File: config.mk
export PLATFORM = sky130hd
export DESIGN_NAME = uabc_top
export DESIGN_NICKNAME = d
export VERILOG_FILES = /design/src/shared/uabc_pkg.sv /design/src/rtl/uabc_tx.sv /design/src/rtl/uabc_top.sv
export SDC_FILE = /design/constraint.sdc
export NUM_CORES = 1
export LEC_CHECK = 0
export BUFFER_PORTS_ARGS = -buffer_cell sky130_fd_sc_hd__buf_2
export CORE_ASPECT_RATIO = 1.75
export CORE_MARGIN = 2
export CORE_UTILIZATION = 45
export DETAILED_ROUTE_END_ITERATION = 8
export GPL_ROUTABILITY_DRIVEN = 1
export SLEW_MARGIN = 20
export SYNTH_ARGS = -nofsm -noshare
export SYNTH_HDL_FRONTEND = slang
export SYNTH_SLANG_ARGS = --single-unit
File: constraint.sdc
create_clock -name ref_clk -period 11.3 [get_ports ref_clk]
set_input_delay 2.26 -clock ref_clk [delete_from_list [all_inputs] [get_ports ref_clk]]
set_output_delay 2.26 -clock ref_clk [all_outputs]
set_load 0.1 [all_outputs]
File: src/shared/uabc_pkg.sv
// constants, register map and state type for the auto-baud correction block
// assumes one 100 MHz clock; offsets are byte addresses on a 32-bit APB
package uabc_pkg;

   // register byte offsets
   localparam logic [7:0] UABC_OFS_CTRL = 8'h00;
   localparam logic [7:0] UABC_OFS_STATUS = 8'h04;
   localparam logic [7:0] UABC_OFS_INT_STAT = 8'h08;
   localparam logic [7:0] UABC_OFS_INT_MASK = 8'h0C;
   localparam logic [7:0] UABC_OFS_RESULT = 8'h10;
   localparam logic [7:0] UABC_OFS_SUM = 8'h14;
   localparam logic [7:0] UABC_OFS_RX_DATA = 8'h18;

   // decoded register index
   localparam logic [2:0] UABC_IDX_CTRL = 3'h0;
   localparam logic [2:0] UABC_IDX_STATUS = 3'h1;
   localparam logic [2:0] UABC_IDX_INT_STAT = 3'h2;
   localparam logic [2:0] UABC_IDX_INT_MASK = 3'h3;
   localparam logic [2:0] UABC_IDX_RESULT = 3'h4;
   localparam logic [2:0] UABC_IDX_SUM = 3'h5;
   localparam logic [2:0] UABC_IDX_RX_DATA = 3'h6;
   localparam logic [2:0] UABC_IDX_NONE = 3'h7;

   // field positions
   localparam int UABC_CTRL_ARM_BIT = 0;
   localparam int UABC_CTRL_LOW_BIT = 1;
   localparam int UABC_EV_START = 0;
   localparam int UABC_EV_CALIB = 1;
   localparam int UABC_EV_RX = 2;
   localparam int UABC_EV_TX = 3;
   localparam int UABC_EV_W = 4;

   // reset values
   localparam logic [1:0] UABC_CTRL_RST = 2'h0;
   localparam logic [3:0] UABC_MASK_RST = 4'h0;

   // calibration and traffic characters
   localparam logic [7:0] UABC_CHAR_CAL = 8'h55;
   localparam logic [7:0] UABC_CHAR_ALT = 8'hAA;

   // measurement and divider figures
   localparam logic [2:0] UABC_CAP_EVENTS = 3'h5;
   localparam logic [14:0] UABC_RATIO_LIMIT = 15'h0101;
   localparam logic [3:0] UABC_LOW_SPS_ADD = 4'h7;
   localparam logic [6:0] UABC_LOW_PRE_LAST = 7'h7F;
   localparam logic [3:0] UABC_FRAME_LAST = 4'h9;
   localparam logic [15:0] UABC_TIMER_MAX = 16'hFFFF;

   typedef enum logic [2:0] {
      UABC_OFF,
      UABC_WAIT_FALL,
      UABC_MEASURE,
      UABC_CALC,
      UABC_RUN
   } uabc_state_e;

endpackage

File: src/rtl/uabc_tx.sv
// transmit channel: sends the check character, then alternating traffic
// assumes bit_period is stable while tx_en is high
`timescale 1ns/1ps
`default_nettype none
module uabc_tx
   import uabc_pkg::*;
(
   input wire logic ref_clk,
   input wire logic rst,
   input wire logic tx_en,
   input wire logic [23:0] bit_period,
   output logic tx_line,
   output logic byte_done
);

   logic [23:0] cnt_ff, nxt_cnt;
   logic [3:0] bit_ff, nxt_bit;
   logic [9:0] sh_ff, nxt_sh;
   logic first_ff, nxt_first;
   logic alt_ff, nxt_alt;
   logic act_ff, nxt_act;
   logic tx_ff, nxt_tx;
   logic done_ff, nxt_done;
   logic [7:0] pick;

   ////////////////////////////////////////////////////////////////////////////
   always_comb begin
      nxt_cnt = cnt_ff;
      nxt_bit = bit_ff;
      nxt_sh = sh_ff;
      nxt_first = first_ff;
      nxt_alt = alt_ff;
      nxt_act = act_ff;
      nxt_tx = tx_ff;
      nxt_done = 1'b0;
      pick = first_ff ? UABC_CHAR_CAL : (alt_ff ? UABC_CHAR_ALT : UABC_CHAR_CAL); // RULE_08
      if (!tx_en) begin
         // line idles high until the rate is loaded
         nxt_act = 1'b0;
         nxt_first = 1'b1; // RULE_16
         nxt_alt = 1'b0;
         nxt_tx = 1'b1;
      end else if (!act_ff) begin
         // 8 data bits, lsb first, no parity
         nxt_sh = {1'b1, pick, 1'b0}; // RULE_14
         nxt_act = 1'b1;
         nxt_cnt = 24'(bit_period - 24'h1);
         nxt_bit = 4'h0;
         nxt_tx = 1'b0;
      end else if (cnt_ff == 24'h0) begin
         if (bit_ff == UABC_FRAME_LAST) begin
            nxt_act = 1'b0;
            nxt_done = 1'b1;
            if (first_ff) begin
               nxt_first = 1'b0;
            end else begin
               nxt_alt = ~alt_ff; // RULE_08
            end
         end else begin
            nxt_bit = 4'(bit_ff + 4'h1);
            nxt_tx = sh_ff[nxt_bit];
            nxt_cnt = 24'(bit_period - 24'h1);
         end
      end else begin
         nxt_cnt = 24'(cnt_ff - 24'h1);
      end
   end

   always_ff @(posedge ref_clk or posedge rst) begin
      if (rst) begin
         cnt_ff <= 24'h0;
         bit_ff <= 4'h0;
         sh_ff <= 10'h3FF;
         first_ff <= 1'b1;
         alt_ff <= 1'b0;
         act_ff <= 1'b0;
         tx_ff <= 1'b1;
         done_ff <= 1'b0;
      end else begin
         cnt_ff <= nxt_cnt;
         bit_ff <= nxt_bit;
         sh_ff <= nxt_sh;
         first_ff <= nxt_first;
         alt_ff <= nxt_alt;
         act_ff <= nxt_act;
         tx_ff <= nxt_tx;
         done_ff <= nxt_done;
      end
   end

   assign tx_line = tx_ff;
   assign byte_done = done_ff;
endmodule
`default_nettype wire

File: src/rtl/uabc_top.sv
// auto-baud correction: measures a calibration character, derives prescaler
// and divider, then runs a full-duplex link at the corrected rate
// assumes an apb master on ref_clk; rx_pin is asynchronous
//
// Functional notes
// [RULE_01] a falling edge on the receive line starts the capture timer
// [RULE_02] four rising-edge interval captures make one measurement
// [RULE_03] remote bit width and baud come from the four capture values
// [RULE_04] remote sends 55H lsb-first, or AAH msb-first
// [RULE_05] calibration character has no parity or odd parity
// [RULE_06] halve ratio, bump prescaler from zero until ratio below 257
// [RULE_07] divider field is (ratio+1)/2-1 in bits 7:1, bit 0 zero
// [RULE_08] after correction send 55H once, then 55H and AAH alternately
// [RULE_09] transmit and receive channels form one full-duplex link
// [RULE_10] receive line feeds edge detector and capture input together
// [RULE_11] first capture after timer start is discarded; four accumulated
// [RULE_12] on start bit: stop edge detect, clear sum, start timer
// [RULE_13] low range: timer at clock/128, prescaler gets plus 7
// [RULE_14] channels use 8 data bits, lsb first, no parity
// [RULE_15] sum of four intervals counts as eight remote bit periods
// [RULE_16] transmission stays off until prescaler and divider are loaded
`timescale 1ns/1ps
`default_nettype none
module uabc_top
   import uabc_pkg::*;
(
   input wire logic ref_clk,
   input wire logic rst,
   input wire logic psel,
   input wire logic penable,
   input wire logic pwrite,
   input wire logic [7:0] paddr,
   input wire logic [31:0] pwdata,
   output logic [31:0] prdata,
   output logic pready,
   output logic pslverr,
   input wire logic rx_pin,
   output logic transmit_line,
   output logic irq
);

   function automatic logic [2:0] uabc_decode(input logic [7:0] a);
      case (a)
         UABC_OFS_CTRL: uabc_decode = UABC_IDX_CTRL;
         UABC_OFS_STATUS: uabc_decode = UABC_IDX_STATUS;
         UABC_OFS_INT_STAT: uabc_decode = UABC_IDX_INT_STAT;
         UABC_OFS_INT_MASK: uabc_decode = UABC_IDX_INT_MASK;
         UABC_OFS_RESULT: uabc_decode = UABC_IDX_RESULT;
         UABC_OFS_SUM: uabc_decode = UABC_IDX_SUM;
         UABC_OFS_RX_DATA: uabc_decode = UABC_IDX_RX_DATA;
         default: uabc_decode = UABC_IDX_NONE;
      endcase
   endfunction

   ////////////////////////////////////////////////////////////////////////////
   // pin synchroniser
   logic rx_meta_ff, rx_sync_ff, rx_prev_ff;
   logic edge_interrupt_input, capture_timer_input;
   logic fall_seen, rise_seen;

   always_ff @(posedge ref_clk or posedge rst) begin
      if (rst) begin
         rx_meta_ff <= 1'b1;
         rx_sync_ff <= 1'b1;
         rx_prev_ff <= 1'b1;
      end else begin
         rx_meta_ff <= rx_pin;
         rx_sync_ff <= rx_meta_ff;
         rx_prev_ff <= rx_sync_ff;
      end
   end

   // one synchronised line drives both watchers so they never disagree
   assign edge_interrupt_input = rx_sync_ff; // RULE_10
   assign capture_timer_input = rx_sync_ff; // RULE_10
   assign fall_seen = rx_prev_ff & ~edge_interrupt_input;
   assign rise_seen = ~rx_prev_ff & capture_timer_input;

   ////////////////////////////////////////////////////////////////////////////
   // apb slave and software state
   logic [1:0] ctrl_ff, nxt_ctrl;
   logic [3:0] mask_ff, nxt_mask;
   logic [3:0] stat_ff, nxt_stat;
   logic [31:0] prdata_ff, nxt_prdata;
   logic pready_ff, nxt_pready;
   logic pslverr_ff, nxt_pslverr;
   logic irq_ff, nxt_irq;
   logic [3:0] ev;
   logic ev_start, ev_calib;
   logic wr_take;
   logic [2:0] idx;
   logic [31:0] rd_val;

   uabc_state_e state_ff, nxt_state;
   logic [6:0] pre_ff, nxt_pre;
   logic [15:0] timer_ff, nxt_timer;
   logic [2:0] cap_left_ff, nxt_cap_left;
   logic [17:0] sum_ff, nxt_sum;
   logic [14:0] ratio_ff, nxt_ratio;
   logic [3:0] sps_ff, nxt_sps;
   logic [7:0] div_reg_ff, nxt_div_reg;
   logic [23:0] period_ff, nxt_period;
   logic tx_en_ff, nxt_tx_en;
   logic tick;
   logic [8:0] half_up;
   logic [6:0] div7;

   logic rx_busy_ff, nxt_rx_busy;
   logic [23:0] rx_cnt_ff, nxt_rx_cnt;
   logic [3:0] rx_bit_ff, nxt_rx_bit;
   logic [7:0] rx_sh_ff, nxt_rx_sh;
   logic [7:0] rx_data_ff, nxt_rx_data;
   logic rx_ev;
   logic tx_done;

   assign idx = uabc_decode(paddr);
   assign wr_take = psel & penable & pready_ff & pwrite;

   always_comb begin
      case (idx)
         UABC_IDX_CTRL: rd_val = {30'h0, ctrl_ff};
         UABC_IDX_STATUS: rd_val = {27'h0, rx_busy_ff, tx_en_ff, 3'(state_ff)};
         UABC_IDX_INT_STAT: rd_val = {28'h0, stat_ff};
         UABC_IDX_INT_MASK: rd_val = {28'h0, mask_ff};
         UABC_IDX_RESULT: rd_val = {20'h0, sps_ff, div_reg_ff};
         UABC_IDX_SUM: rd_val = {14'h0, sum_ff};
         UABC_IDX_RX_DATA: rd_val = {24'h0, rx_data_ff};
         default: rd_val = 32'h0000_0000;
      endcase
      // one wait state: pready rises in the second access cycle
      nxt_pready = psel & penable & ~pready_ff;
      nxt_prdata = nxt_pready ? rd_val : prdata_ff;
      nxt_pslverr = nxt_pready & (idx == UABC_IDX_NONE);
      nxt_ctrl = ctrl_ff;
      nxt_mask = mask_ff;
      nxt_stat = stat_ff;
      if (wr_take && idx == UABC_IDX_CTRL) begin
         nxt_ctrl = pwdata[1:0];
      end
      if (wr_take && idx == UABC_IDX_INT_MASK) begin
         nxt_mask = pwdata[3:0];
      end
      if (wr_take && idx == UABC_IDX_INT_STAT) begin
         nxt_stat = stat_ff & ~pwdata[3:0];
      end
      // a new event beats a same-cycle clear
      nxt_stat = nxt_stat | ev;
      nxt_irq = |(nxt_stat & mask_ff);
   end

   always_ff @(posedge ref_clk or posedge rst) begin
      if (rst) begin
         ctrl_ff <= UABC_CTRL_RST;
         mask_ff <= UABC_MASK_RST;
         stat_ff <= 4'h0;
         prdata_ff <= 32'h0000_0000;
         pready_ff <= 1'b0;
         pslverr_ff <= 1'b0;
         irq_ff <= 1'b0;
      end else begin
         ctrl_ff <= nxt_ctrl;
         mask_ff <= nxt_mask;
         stat_ff <= nxt_stat;
         prdata_ff <= nxt_prdata;
         pready_ff <= nxt_pready;
         pslverr_ff <= nxt_pslverr;
         irq_ff <= nxt_irq;
      end
   end

   ////////////////////////////////////////////////////////////////////////////
   // measurement and rate calculation
   assign tick = ctrl_ff[UABC_CTRL_LOW_BIT] ? (pre_ff == UABC_LOW_PRE_LAST) : 1'b1; // RULE_13
   assign half_up = 9'(ratio_ff[8:0] + 9'h1) >> 1;
   assign div7 = 7'(half_up - 9'h1);

   always_comb begin
      nxt_state = state_ff;
      nxt_pre = 7'(pre_ff + 7'h1);
      nxt_timer = timer_ff;
      nxt_cap_left = cap_left_ff;
      nxt_sum = sum_ff;
      nxt_ratio = ratio_ff;
      nxt_sps = sps_ff;
      nxt_div_reg = div_reg_ff;
      nxt_period = period_ff;
      nxt_tx_en = 1'b0;
      ev_start = 1'b0;
      ev_calib = 1'b0;
      if (tick && timer_ff != UABC_TIMER_MAX) begin
         nxt_timer = 16'(timer_ff + 16'h1);
      end
      case (state_ff)
         UABC_OFF: begin
            if (ctrl_ff[UABC_CTRL_ARM_BIT]) begin
               nxt_state = UABC_WAIT_FALL;
            end
         end
         UABC_WAIT_FALL: begin
            if (fall_seen) begin
               // edge watch ends here: only MEASURE looks at edges now
               nxt_state = UABC_MEASURE; // RULE_01
               nxt_sum = 18'h0; // RULE_12
               nxt_timer = 16'h0;
               nxt_pre = 7'h0;
               nxt_cap_left = UABC_CAP_EVENTS;
               ev_start = 1'b1;
            end
         end
         UABC_MEASURE: begin
            if (rise_seen) begin
               // a tick on the capture edge already belongs to the next interval
               nxt_timer = tick ? 16'h1 : 16'h0;
               nxt_cap_left = 3'(cap_left_ff - 3'h1);
               // first capture spans start bit to first edge: dropped
               if (cap_left_ff != UABC_CAP_EVENTS) begin // RULE_11
                  nxt_sum = 18'(sum_ff + {2'h0, timer_ff}); // RULE_02
               end
               if (cap_left_ff == 3'h1) begin
                  nxt_state = UABC_CALC;
                  // four intervals of two bits each: sum/8 is one bit
                  nxt_ratio = nxt_sum[17:3]; // RULE_15 RULE_03
                  nxt_sps = ctrl_ff[UABC_CTRL_LOW_BIT] ? UABC_LOW_SPS_ADD : 4'h0; // RULE_13
               end
            end
         end
         UABC_CALC: begin
            if (ratio_ff >= UABC_RATIO_LIMIT) begin
               nxt_ratio = ratio_ff >> 1; // RULE_06
               nxt_sps = 4'(sps_ff + 4'h1);
            end else begin
               nxt_div_reg = {div7, 1'b0}; // RULE_07
               nxt_period = 24'({8'({1'b0, div7} + 8'h01), 1'b0}) << sps_ff;
               nxt_state = UABC_RUN;
               ev_calib = 1'b1;
            end
         end
         UABC_RUN: begin
            nxt_tx_en = 1'b1; // RULE_16
         end
         default: begin
            nxt_state = UABC_OFF;
         end
      endcase
      if (!ctrl_ff[UABC_CTRL_ARM_BIT]) begin
         nxt_state = UABC_OFF;
         nxt_tx_en = 1'b0;
      end
   end

   always_ff @(posedge ref_clk or posedge rst) begin
      if (rst) begin
         state_ff <= UABC_OFF;
         pre_ff <= 7'h0;
         timer_ff <= 16'h0;
         cap_left_ff <= 3'h0;
         sum_ff <= 18'h0;
         ratio_ff <= 15'h0;
         sps_ff <= 4'h0;
         div_reg_ff <= 8'h0;
         period_ff <= 24'h0;
         tx_en_ff <= 1'b0;
      end else begin
         state_ff <= nxt_state;
         pre_ff <= nxt_pre;
         timer_ff <= nxt_timer;
         cap_left_ff <= nxt_cap_left;
         sum_ff <= nxt_sum;
         ratio_ff <= nxt_ratio;
         sps_ff <= nxt_sps;
         div_reg_ff <= nxt_div_reg;
         period_ff <= nxt_period;
         tx_en_ff <= nxt_tx_en;
      end
   end

   ////////////////////////////////////////////////////////////////////////////
   // receive channel at the corrected rate; samples mid-bit
   always_comb begin
      nxt_rx_busy = rx_busy_ff;
      nxt_rx_cnt = rx_cnt_ff;
      nxt_rx_bit = rx_bit_ff;
      nxt_rx_sh = rx_sh_ff;
      nxt_rx_data = rx_data_ff;
      rx_ev = 1'b0;
      if (!tx_en_ff) begin
         nxt_rx_busy = 1'b0;
      end else if (!rx_busy_ff) begin
         if (fall_seen) begin
            nxt_rx_busy = 1'b1; // RULE_09
            nxt_rx_cnt = period_ff >> 1;
            nxt_rx_bit = 4'h0;
         end
      end else if (rx_cnt_ff != 24'h0) begin
         nxt_rx_cnt = 24'(rx_cnt_ff - 24'h1);
      end else begin
         nxt_rx_cnt = 24'(period_ff - 24'h1);
         nxt_rx_bit = 4'(rx_bit_ff + 4'h1);
         if (rx_bit_ff == 4'h0 && rx_sync_ff) begin
            nxt_rx_busy = 1'b0;
         end else if (rx_bit_ff == UABC_FRAME_LAST) begin
            // bad stop bit drops the byte
            nxt_rx_busy = 1'b0;
            if (rx_sync_ff) begin
               nxt_rx_data = rx_sh_ff; // RULE_14
               rx_ev = 1'b1;
            end
         end else if (rx_bit_ff != 4'h0) begin
            nxt_rx_sh = {rx_sync_ff, rx_sh_ff[7:1]};
         end
      end
   end

   // packed in event-position order: start, calib, rx, tx
   assign ev = {tx_done, rx_ev, ev_calib, ev_start};

   always_ff @(posedge ref_clk or posedge rst) begin
      if (rst) begin
         rx_busy_ff <= 1'b0;
         rx_cnt_ff <= 24'h0;
         rx_bit_ff <= 4'h0;
         rx_sh_ff <= 8'h0;
         rx_data_ff <= 8'h0;
      end else begin
         rx_busy_ff <= nxt_rx_busy;
         rx_cnt_ff <= nxt_rx_cnt;
         rx_bit_ff <= nxt_rx_bit;
         rx_sh_ff <= nxt_rx_sh;
         rx_data_ff <= nxt_rx_data;
      end
   end

   uabc_tx u_tx (
      .ref_clk(ref_clk),
      .rst(rst),
      .tx_en(tx_en_ff),
      .bit_period(period_ff),
      .tx_line(transmit_line),
      .byte_done(tx_done)
   );

   assign prdata = prdata_ff;
   assign pready = pready_ff;
   assign pslverr = pslverr_ff;
   assign irq = irq_ff;
endmodule
`default_nettype wire

==> results by group <==
Outcome
  – Status: finished, final reports clean

Hold path
  – Hold_sp: rx_meta_ff$_DFF_PP1_
  – Hold path endpoint: capture_timer_input$_DFF_PP1_
  – Hold Path Depth: 0
  – Worst Hold Class: flop to flop

Placement
  – Routability cong.: 0.906
  – IO Port Bufs: 39
  – DP Area: 13200 um^2
  – Final HPWL DP: 26.7 mm

STA
  – Slew Limit Fails: 0
  – Crit share post-route: 35.9%
  – Final Hold Fails: 0
  – RSZ-0062 raised after global routing: false
  – Clock skew: 0.00924 ns
  – Relative slew margins: 29.0%
  – FMAX: 247 MHz
  – Worst-Margin Slew: 1.06 ns
  – Setup TNS: 0 ns
  – Setup violations, final: 0
  – Period minus WS final: 4.05 ns

Floorplan
  – Starting Density: 45.7%
  – Core Box Area: 28000 um^2
  – Chip Width: 131 um
  – FP Rows: 81
  – Die height: 227 um
  – Boundary Pins: 82
  – Full die area: 29900 um^2

Pwr
  – Cell leakage power: 6.51 nW
  – Clock share of power: 46.5%
  – Switching part of the total: 24.7%
  – Max VDD drop: 0.129 mV
  – Psw: 0.441 mW
  – Combinational cell fraction of total power: 8.1%
  – Cell Int Power: 1.34 mW
  – Cell Pwr Density: 127 nW/um^2
  – Seq pwr share: 45.4%

Setup path
  – WS Path Type: flop to flop
  – FF-to-FF setup slack: 7.25 ns
  – Reg-to-reg startpoint: ratio_ff[1]$_DFFE_PP0P_
  – Critical Path AT: 4.43 ns
  – Reg2reg end: period_ff[11]$_DFFE_PP0P_
  – Most frequent CP cell: o21ai_0
  – Critical Path Fanout Max: 16
  – Req. time, crit path: 11.68 ns
  – Setup crit start kind: flop
  – Worst Setup End Kind: flop
  – Largest stage delay on the critical path: 0.63 ns
  – Worst path cell trace: inv_1 > ha_1 > or4b_1 > o31ai_1 > xnor2_1 > nor4_1 > o21ai_0 > o32ai_1 > a211oi_1 > o21ai_0
  – CP max-delay cell: o21ai_0
  – FF-to-FF path depth: 10

Clocking
  – Number of CTS-inserted buffers: 22
  – CTS tree: yes
  – Clock Latency Late Sink: 0.52 ns
  – Hold_buf cts: 0
  – CTS H-tree lvls: 1
  – CTS Buffer Depth: 3
  – CTS sink count: 212
  – Root Buffer Master: clkbuf_16
  – Postcts setup bufs: 0
  – Post-CTS sizing: 0
  – Reg clk slew, reported paths: 0.07 ns

Global routing
  – Gr usage total: 24.0%
  – Largest net degree at the start of global routing: 80
  – First-pass GRT wire length: 57.6 mm
  – Initial antenna violation count: 0
  – Grt total ovfl: 0
  – Vias in the first global route: 11000

Yosys
  – Synth Register Bits: 212
  – Synth async-reset ratio: 100%
  – Primary FF master, synth: dfrtp_1
  – Post-synth EDFFs: 0
  – Distinct cell type count after synthesis: 85
  – Mapped cell area: 12800 um^2
  – Warnings, synthesis: 0
  – Register area share after synthesis: 41.5%
  – Mean post-synth cell area: 8.65 um^2
  – Cells after Synth: 1479

Detailed routing
  – WL final: 35.9 mm
  – DR WL/cell: 19.2 um
  – Initial drt markers: 725
  – Avg Vias per Cell: 5.89
  – Post-route DRC: 0
  – Via count: 11000
  – Pre-antenna DRT Iters: 8
  – Antenna Nets Post-Route: 0

Cells and area
  – Antenna diodes: 0
  – Most common cell after layout, fill and taps aside: dfrtp_1
  – Post-route design area: 14100 um^2
  – Multi-input logic area: 7030 um^2
  – Reg area: 5320 um^2
  – P&R area growth vs syn: 9.85%
  – Most frequent cells in the layout: dfrtp_1, nand2_1, o21ai_0
  – Fin util: 50.3%
  – Layout Nets: 1562
  – Layout cell share with drive strength beyond 1: 9.16%
  – Filler Cell Count: 2679

Run
  – Total of max-cap violations: 0
==> through the flow <==
stage               std cells  setup WS (ns)  power (mW)  hold WS (ns)
global placement         1829           6.58       0.964         0.346
floorplan                1492           3.26       0.928         0.345
CTS                      1869           7.11        1.81         0.357
detailed placement       1829           6.56       0.968         0.350
global route             1869           6.82        1.85         0.362
finish                   1869           7.25        1.78         0.356
==> sequential cells by signal, indices dropped and copies added (netlist names), 2 cells and up <==
name / count
rx_cnt_ff: 24
u_tx.cnt_ff: 24
period_ff: 23
prdata: 18
sum_ff: 18
timer_ff: 16
ratio_ff: 15
rx_data_ff: 8
rx_sh_ff: 8
div_reg_ff: 7
pre_ff: 7
mask_ff: 4
rx_bit_ff: 4
sps_ff: 4
stat_ff: 4
u_tx.bit_ff: 4
cap_left_ff: 3
state_ff: 3
u_tx.sh_ff: 3
ctrl_ff: 2
==> routing by layer <==
metal | vias to the layer above | part of all wire [%] | track usage (%)
met2 | 285 | 55 | 47.2
met4 | 0 | 5.4 | 13.2
met5 | - | 0 | 0
li1 | 5330 | - | -
met3 | 92 | 3.3 | 2.18
met1 | 5301 | 36 | 24.9
==> cells by family (layout without fill, tap and decap cells) <==
family                   Yosys count  count (layout)  share of synthesized area, %
AND/OR/NAND/NOR                  581             581                          21.5
AO/OA/AOI/OAI                    408             408                          20.4
flip-flops                       212             212                          41.5
buffers and inverters            122             126                          4.10
XOR/XNOR                          79              79                          5.47
multiplexers                      40              40                          3.37
adder cells (fa/ha/maj)           36              36                          3.58
other                              1              14                        0.0293
==> synth_stat cells (all sizes together) (8+ instances only) <==
cell type / count / area share [%]
a211oi: 9 / 0.53
a21o: 19 / 1.1
a21oi: 72 / 2.8
a22o: 21 / 1.4
a22oi: 37 / 2.2
and2: 12 / 0.59
and3: 12 / 0.59
buf: 22 / 1.2
clkbuf: 63 / 1.8
dfrtp: 204 / 40
dfstp: 8 / 1.6
ha: 35 / 3.4
inv: 33 / 0.97
mux2: 25 / 2.2
mux2i: 15 / 1.2
nand2: 193 / 5.7
nand2b: 17 / 0.83
nand3: 51 / 2.0
nand4: 25 / 1.2
nor2: 138 / 4.0
nor2b: 12 / 0.59
nor3: 55 / 2.2
nor4: 14 / 0.68
o211ai: 16 / 0.94
o21ai: 146 / 5.7
o22ai: 13 / 0.64
o31ai: 11 / 0.65
or3: 21 / 1.1
or4: 11 / 0.67
xnor2: 40 / 2.8
xor2: 39 / 2.7
==> power groups by stage <==
stage               registers, mW  clock network (mW)  logic, mW
floorplan                   0.818                   0      0.110
global placement            0.822                   0      0.142
detailed placement          0.823                   0      0.145
CTS                         0.809               0.851      0.146
global route                0.812               0.875      0.162
finish                      0.810               0.830      0.144
==> layout make-up <==
class / instances / area share [%]
Multi-Input combinational cell: 1158 / 50.0
Tap cell: 373 / 3.32
Sequential cell: 212 / 37.8
Timing Repair Buffer: 49 / 1.92
Clock inverter: 9 / 1.21
Inverter: 37 / 1.04
Clock buffer: 31 / 4.66
==> how the worst max path moves through the flow <==
stage	slack, ns	cells after the start	endpoint	startpoint
after floorplan	3.26	1	cap_left_ff[0]$_DFFE_PP0P_	rst
after global placement	6.58	4	prdata[7]$_DFFE_PP0P_	rst
after detailed placement	6.56	4	prdata[7]$_DFFE_PP0P_	rst
after CTS	7.11	4	period_ff[19]$_DFFE_PP0P_	rst
after global routing	6.82	4	div_reg_ff[7]$_DFFE_PP0P_	rst
final	7.25	10	period_ff[11]$_DFFE_PP0P_	ratio_ff[1]$_DFFE_PP0P_
==> worst max-delay path: cells and delay by family, from the launching register on <==
kind,cells,cell delay [ns]
AOI/OAI and AO/OA,5,1.71
and+or+nand+nor,2,0.63
xor gates and xnor gates,1,0.28
DFF,1,0.58
buffers and inverters,1,0.08
adders and majority gates,1,0.61
Note: power is estimated with default switching activity, not from simulation.
